**src/hdl/pmc_pkg.sv**
```systemverilog
// constants for the power management capability register bank
package pmc_pkg;
  // dword address in config space holding the three items
  localparam logic [7:0] CAP_DWORD_ADDR = 8'hDC;
  // byte offsets of each item
  localparam logic [7:0] CAPABILITY_IDENTIFIER_OFFSET = 8'hDC;
  localparam logic [7:0] NEXT_PTR_OFFSET = 8'hDD;
  localparam logic [7:0] CAP_WORD_OFFSET = 8'hDE;
  // dword alignment: low address bits are the byte index
  localparam int ADDR_LSB = 2;
  // fixed item values
  localparam logic [7:0] CAPABILITY_IDENTIFIER_VALUE = 8'h01;
  localparam logic [7:0] NEXT_PTR_VALUE = 8'h00;
  localparam logic [4:0] EVENT_STATES_VALUE = 5'h09;
  localparam logic STATE_TWO_VALUE = 1'h0;
  localparam logic STATE_ONE_VALUE = 1'h0;
  localparam logic DEV_INIT_VALUE = 1'h0;
  localparam logic BUS_CLOCK_VALUE = 1'h0;
  localparam logic [2:0] VERSION_VALUE = 3'h2;
  // field positions within the capability word
  localparam int EVENT_STATES_MSB = 15;
  localparam int EVENT_STATES_LSB = 11;
  localparam int STATE_TWO_BIT = 10;
  localparam int STATE_ONE_BIT = 9;
  localparam int DEV_INIT_BIT = 5;
  localparam int BUS_CLOCK_BIT = 3;
  localparam int VERSION_MSB = 2;
  localparam int VERSION_LSB = 0;
  // event-capable state bits, lowest is D0
  localparam int EV_D0 = 0;
  localparam int EV_D1 = 1;
  localparam int EV_D2 = 2;
  localparam int EV_D3HOT = 3;
  localparam int EV_D3COLD = 4;
  // reserved positions within the capability word
  localparam int RSVD_MID_MSB = 8;
  localparam int RSVD_MID_LSB = 6;
  localparam int RSVD_BIT = 4;
  // byte lanes of the read data
  localparam int LANE_WIDTH = 8;
  localparam logic [7:0] LANE_ZERO = 8'h00;
  localparam logic [1:0] ID_LANE = CAPABILITY_IDENTIFIER_OFFSET[1:0];
  localparam logic [1:0] NEXT_LANE = NEXT_PTR_OFFSET[1:0];
  localparam logic [1:0] WORD_LO_LANE = CAP_WORD_OFFSET[1:0];
  localparam logic [1:0] WORD_HI_LANE = WORD_LO_LANE + 2'h1;
  // reset values of the read port
  localparam logic [31:0] RDATA_RESET = 32'h0000_0000;
endpackage

```
**src/hdl/pmc_cap_regs.sv**
```systemverilog
// power management capability items answering config reads
`timescale 1ns/10ps
module pmc_cap_regs (
  // clock and reset
  input wire logic i_mclk,
  input wire logic i_rstn,
  // mode
  input wire logic i_satellite_mode,
  // config access request
  input wire logic i_cfg_req,
  input wire logic i_cfg_write,
  input wire logic [7:0] i_cfg_addr,
  input wire logic [3:0] i_cfg_be,
  // config access answer
  output logic o_cfg_ack,
  output logic o_cfg_hit,
  output logic [31:0] o_cfg_rdata
);

  // event-capable states built bit by bit so each power state is visible
  function automatic logic [4:0] event_states();
    logic [4:0] ev;
    ev = '0;
    ev[pmc_pkg::EV_D0] = pmc_pkg::EVENT_STATES_VALUE[pmc_pkg::EV_D0];
    ev[pmc_pkg::EV_D1] = pmc_pkg::EVENT_STATES_VALUE[pmc_pkg::EV_D1];
    ev[pmc_pkg::EV_D2] = pmc_pkg::EVENT_STATES_VALUE[pmc_pkg::EV_D2];
    ev[pmc_pkg::EV_D3HOT] = pmc_pkg::EVENT_STATES_VALUE[pmc_pkg::EV_D3HOT];
    ev[pmc_pkg::EV_D3COLD] = pmc_pkg::EVENT_STATES_VALUE[pmc_pkg::EV_D3COLD];
    return ev;
  endfunction

  // reserved positions forced low one by one, so a stray field value cannot leak
  function automatic logic [15:0] clear_reserved(input logic [15:0] w);
    logic [15:0] r;
    r = w;
    for (int i = pmc_pkg::RSVD_MID_LSB; i <= pmc_pkg::RSVD_MID_MSB; i++) begin
      r[i] = 1'b0;
    end
    r[pmc_pkg::RSVD_BIT] = 1'b0;
    return r;
  endfunction

  // capability word; unlisted bits stay zero as reserved
  function automatic logic [15:0] cap_word();
    logic [15:0] w;
    w = '0;
    w[pmc_pkg::EVENT_STATES_MSB:pmc_pkg::EVENT_STATES_LSB] = event_states();
    w[pmc_pkg::STATE_TWO_BIT] = pmc_pkg::STATE_TWO_VALUE;
    w[pmc_pkg::STATE_ONE_BIT] = pmc_pkg::STATE_ONE_VALUE;
    w[pmc_pkg::DEV_INIT_BIT] = pmc_pkg::DEV_INIT_VALUE;
    w[pmc_pkg::BUS_CLOCK_BIT] = pmc_pkg::BUS_CLOCK_VALUE;
    w[pmc_pkg::VERSION_MSB:pmc_pkg::VERSION_LSB] = pmc_pkg::VERSION_VALUE;
    return clear_reserved(w);
  endfunction

  // low byte of the capability word
  function automatic logic [7:0] word_low_byte();
    logic [15:0] w;
    w = cap_word();
    return w[pmc_pkg::LANE_WIDTH-1:0];
  endfunction

  // high byte of the capability word
  function automatic logic [7:0] word_high_byte();
    logic [15:0] w;
    w = cap_word();
    return w[2*pmc_pkg::LANE_WIDTH-1:pmc_pkg::LANE_WIDTH];
  endfunction

  // byte that one lane carries at the capability dword
  function automatic logic [7:0] lane_byte(input logic [1:0] lane);
    logic [7:0] b;
    b = pmc_pkg::LANE_ZERO;
    case (lane)
      pmc_pkg::ID_LANE: b = pmc_pkg::CAPABILITY_IDENTIFIER_VALUE;
      pmc_pkg::NEXT_LANE: b = pmc_pkg::NEXT_PTR_VALUE;
      pmc_pkg::WORD_LO_LANE: b = word_low_byte();
      pmc_pkg::WORD_HI_LANE: b = word_high_byte();
      default: b = pmc_pkg::LANE_ZERO;
    endcase
    return b;
  endfunction

  // a lane reads its byte only when enabled and the request is a hitting read
  function automatic logic [7:0] lane_read(input logic hit_rd, input logic en,
                                           input logic [1:0] lane);
    logic [7:0] b;
    b = pmc_pkg::LANE_ZERO;
    if (hit_rd && en) begin
      b = lane_byte(lane);
    end
    return b;
  endfunction

  logic next_ack;
  logic next_hit;
  logic [7:0] next_lane_id;
  logic [7:0] next_lane_next;
  logic [7:0] next_lane_lo;
  logic [7:0] next_lane_hi;
  logic [31:0] next_rdata;
  logic sel;
  logic rd_hit;

  // only config cycles in satellite mode hit this bank; every request is still acknowledged
  assign sel = i_satellite_mode &&
               (i_cfg_addr[7:pmc_pkg::ADDR_LSB] ==
                pmc_pkg::CAP_DWORD_ADDR[7:pmc_pkg::ADDR_LSB]);

  // writes are acknowledged but nothing is stored: all items are constants
  assign rd_hit = i_cfg_req && sel && !i_cfg_write;

  always_comb begin
    next_ack = i_cfg_req;
    next_hit = i_cfg_req && sel;
    next_lane_id = lane_read(rd_hit, i_cfg_be[pmc_pkg::ID_LANE], pmc_pkg::ID_LANE);
    next_lane_next = lane_read(rd_hit, i_cfg_be[pmc_pkg::NEXT_LANE], pmc_pkg::NEXT_LANE);
    next_lane_lo = lane_read(rd_hit, i_cfg_be[pmc_pkg::WORD_LO_LANE], pmc_pkg::WORD_LO_LANE);
    next_lane_hi = lane_read(rd_hit, i_cfg_be[pmc_pkg::WORD_HI_LANE], pmc_pkg::WORD_HI_LANE);
    next_rdata = {next_lane_hi, next_lane_lo, next_lane_next, next_lane_id};
  end

  always_ff @(posedge i_mclk) begin
    if (!i_rstn) begin
      o_cfg_ack <= 1'b0;
      o_cfg_hit <= 1'b0;
      o_cfg_rdata <= pmc_pkg::RDATA_RESET;
    end else begin
      o_cfg_ack <= next_ack;
      o_cfg_hit <= next_hit;
      o_cfg_rdata <= next_rdata;
    end
  end

endmodule

```
**config.mk**
```make
export PLATFORM = sky130hd
export DESIGN_NAME = pmc_cap_regs
export DESIGN_NICKNAME = d
export VERILOG_FILES = /design/src/hdl/pmc_pkg.sv /design/src/hdl/pmc_cap_regs.sv
export SDC_FILE = /design/constraint.sdc
export NUM_CORES = 1
export LEC_CHECK = 0
export BUFFER_PORTS_ARGS = -buffer_cell sky130_fd_sc_hd__buf_2
export CAP_MARGIN = 20
export CORE_MARGIN = 1
export CORE_UTILIZATION = 27
export DETAILED_ROUTE_END_ITERATION = 6
export GPL_ROUTABILITY_DRIVEN = 0
export PLACE_DENSITY = 0.74
export SETUP_SLACK_MARGIN = 0.02
export SLEW_MARGIN = 25
export SYNTH_ARGS = -nofsm -noshare
export SYNTH_HDL_FRONTEND = slang
export SYNTH_SLANG_ARGS = --single-unit
```
**constraint.sdc**
```tcl
create_clock -name i_mclk -period 0.8 [get_ports i_mclk]
set_input_delay 0.24 -clock i_mclk [delete_from_list [all_inputs] [get_ports i_mclk]]
set_output_delay 0.24 -clock i_mclk [all_outputs]
set_load 0.1 [all_outputs]
```
# Word level (Yosys, flattened, before mapping)
# Index checks and enable logic that the tools add are counted.
[totals]
in_bits = 17
word_cells = 15
regBits = 34
[classes]
eq_ne = 1
muxes = 3
reduce_logical = 7
[op_table]
columns = ["cell", "count"]
rows = [
  ["$mux W7", 1],
  ["$eq A6 B6 Y1 const B", 1],
  ["$logic_and A1 B1 Y1", 6],
  ["$mux W2", 1],
  ["$logic_not A1 Y1", 1],
  ["$mux W1", 1],
]

# Depth between registers and ports, before layout
[logic_depth]
word_depth = 6
mapped_depth = 2
mapped_depth_nobuf = 2

# Least setup slack after synthesis
# Ideal clock, no wire load.
[synth_timing]
path_kind = "register to output"
from = "register o_cfg_rdata[27] (netlist name)"
to = "output port o_cfg_rdata[30]"
path_buffers = 1
slack_ns = -0.796
arrival_ns = 1.356
stages_incl_launch_ff = 2
t_required_ns = 0.560
path_cell_list = "dfxtp_1 -> buf_4"
[synth_lines]
columns = ["element", "line", "source"]
rows = [
  ["to (decl)", "pmc_cap_regs.sv:17", "output logic [31:0] o_cfg_rdata"],
]

# Worst setup path in the final report
[layout_timing]
from = "register o_cfg_rdata[27]"
to = "output port o_cfg_rdata[27]"
[layout_lines]
columns = ["element", "line", "source"]
rows = [
  ["from (signal assigned)", "pmc_cap_regs.sv:127", "o_cfg_rdata <= pmc_pkg::RDATA_RESET;"],
  ["from (signal assigned)", "pmc_cap_regs.sv:131", "o_cfg_rdata <= next_rdata;"],
]
# No word-level cell between the ends.

==> flow_metrics.env <==
export IMPL_critPathLaunch="o_cfg_rdata[27]"
export IMPL_die_height_um=40.69
export IMPL_grt_overflow_total=0
export IMPL_max_stage_delay_ns=0.36
export IMPL_min_period_ns=1.008
export IMPL_cts_root_buf="clkbuf_4"
export IMPL_n_antenna_cell=0
export IMPL_pwr_density_cell_nw_per_um2=2185
export IMPL_setup_violations=6
export IMPL_cts_inserted_buffers=3
export IMPL_grt_max_degree=5
export IMPL_cts_resized=0
export IMPL_power_switching_w=0.0007034
export IMPL_yosysWarnings=0
export IMPL_critPathMaxFanout=2
export IMPL_p_comb_share_pct=55.9
export IMPL_vias_per_cell=3.195
export IMPL_cpMaxStageDelayCell="dfxtp_4"
export IMPL_drt_iter0_markers=1
export IMPL_grt_usage_pct=5.311
export IMPL_antenna_found_initial=0
export IMPL_swShare_pct=59.97
export IMPL_routed_wl_um=507
export IMPL_holdWs_ns=0.2223
export IMPL_max_vdd_ir_drop_uv=769.8
export IMPL_crit_type="reg2out"
export IMPL_rows=13
export IMPL_fin_util_pct=39.76
export IMPL_p_total_w=0.001173
export IMPL_hold_violations=0
export IMPL_drc=0
export IMPL_cts_hold_buffers_added=0
export IMPL_fillCellCount=152
export IMPL_fin_nets=85
export IMPL_clk_pin_slew_ns=0.04
export IMPL_critPathLaunchType="flip-flop"
export IMPL_syn_to_final_growth_pct=32.82
export IMPL_initial_core_util_pct=29.94
export IMPL_endpoint="o_cfg_rdata[27]"
export IMPL_fmax_mhz=992.2
export IMPL_ios=51
export IMPL_wl_per_cell_um=6.183
export IMPL_path_buf_inv=1
export IMPL_die_w_um=40.69
export IMPL_finalWorstSetupSlack_ns=-0.2079
export IMPL_grt_pass1_vias=156
export IMPL_hp_class="in2reg"
export IMPL_status="complete, but fails checks"
export IMPL_violations="negative setup slack"
export IMPL_cts_tree="yes"
export IMPL_yosysMostFrequentCell="buf_4"
export IMPL_syn_mean_instance_area_um2=8.786
export IMPL_detail_route_first_pass_iterations=2
export IMPL_final_period_utilization_pct=126.0
export IMPL_htreeDepth=1
export IMPL_final_layout_size_suffix_gt1_share_pct=41.79
export IMPL_synthTopCellsByArea="buf_4 (54%), dfxtp_1 (25%), nand4b_4 (5.9%)"
export IMPL_worstPathRequired_ns=0.56
export IMPL_clkPwrFrac_pct=23.6
export IMPL_critPathCaptureType="output pin"
export IMPL_yosysTopAreaCell="buf_4"
export IMPL_max_cap_violations=0
export IMPL_numPortBuffers=19
export IMPL_final_antenna_net_count=0
export IMPL_layout_cells_non_filler=82
export IMPL_synth_distinct_cells=9
export IMPL_post_cts_buffers=0
export IMPL_synth_edf_count=0
export IMPL_rsz0062_at_grt="true"
export IMPL_power_leakage_nw=0.2792
export IMPL_synth_seq_cells=5
export IMPL_dp_cells=78
export IMPL_crit_arrival_ns=0.77
export IMPL_crit_chain="buf_12"
export IMPL_ys_top_cells_by_count="buf_4 (29), dfxtp_1 (5), nor3_1 (4)"
export IMPL_vias=262
export IMPL_seq_area_frac_synth_pct=24.77
export IMPL_grt_first_pass_wirelength_um=565
export IMPL_syn_inst=46
export IMPL_p_int_w=0.0004694
export IMPL_dp_slack_ns=-0.007345
export IMPL_coreArea_um2=1350
export IMPL_slew_violations=0
export IMPL_ys_async_sr_fraction_pct=0
export IMPL_hpwlAfterDp_um=476.8
export IMPL_fp_dieArea_um2=1656
export IMPL_crit_family="flip-flops"
export IMPL_cts_max_path_buffers=2
export IMPL_synthesis_area_um2=404.1
export IMPL_synth_flop_cell="dfxtp_1"
export IMPL_cts_sinks=5
export IMPL_p_seq_share_pct=20.5
export IMPL_cp_depth=1
export IMPL_yosysTopAreaCellShare_pct=53.87
## cell usage in the layout, fill, tap and decap left out
master | netlist | layout
and2_1 | 1 | 1
buf_12 | 0 | 6
buf_2 | 0 | 13
clkbuf_1 | 0 | 1
clkbuf_4 | 0 | 3
conb_1 | 1 | 28
dfxtp_4 | 0 | 5
inv_1 | 1 | 1
nand3b_1 | 3 | 3
nand4_1 | 1 | 1
nand4b_4 | 1 | 1
nor3_1 | 4 | 4
## sequential cells by signal (all words and copies together) (netlist names)
signal / count
o_cfg_hit: 1
o_cfg_rdata: 3
o_cfg_ack: 1
## worst min path at each step
| stage | from | to | slack, ns | depth (start not counted) |
|---|---|---|---|---|
| floorplan | i_cfg_addr[6] | o_cfg_hit | 0.35 | 2 |
| global placement | i_cfg_req | o_cfg_ack | 0.45 | 2 |
| detailed placement | i_cfg_req | o_cfg_ack | 0.46 | 2 |
| CTS | i_cfg_req | o_cfg_ack | 0.21 | 2 |
| global route | i_cfg_req | o_cfg_ack | 0.22 | 2 |
| finish | i_cfg_req | o_cfg_ack | 0.22 | 2 |
## metal layers
| layer | up-vias | track usage (%) | routed length (um) |
|---|---|---|---|
| met2 | 23 | 8.333 | 284 |
| met4 | 0 | 5.000 | 0 |
| met3 | 0 | 0 | 60 |
| met5 | - | 0 | 0 |
| li1 | 132 | - | - |
| met1 | 107 | 6.557 | 163 |
## layout make-up
| cell class | count | area (um^2) | share of cell area (%) |
|---|---|---|---|
| repair buffers | 19 | 185.2 | 34.50 |
| multi-input cells | 38 | 183.9 | 34.27 |
| flip-flops and latches | 5 | 118.9 | 22.14 |
| clock buffers | 4 | 26.28 | 4.895 |
| well taps | 15 | 18.77 | 3.497 |
| inverters | 1 | 3.754 | 0.6993 |
## power by group through the flow
stage                     clock network [W]  logic, W  registers, W
after floorplan                           0  0.000690      0.000265
after global placement                    0  0.000652      0.000245
after detailed placement                  0  0.000654      0.000245
after CTS                          0.000291  0.000654      0.000241
after global routing               0.000297  0.000672      0.000240
final                              0.000276  0.000656      0.000241
## cell families (layout without fill, tap and decap cells)
kind of cell  after synthesis  after routing  share of synthesized area (%)
buf+inv                    30             24                          54.80
simple gates               10             10                          19.51
flops                       5              5                          24.77
other cells                 1             28                         0.9279
## stage by stage
stage,instance area (um^2),TNS (ns)
after global routing,536.8,-1.240
final,536.8,-1.134
after CTS,536.8,-1.207
after floorplan,536.8,-0.1828
after detailed placement,510.5,-0.01276
after global placement,510.5,0
Note: power is estimated with default switching activity, not from simulation.
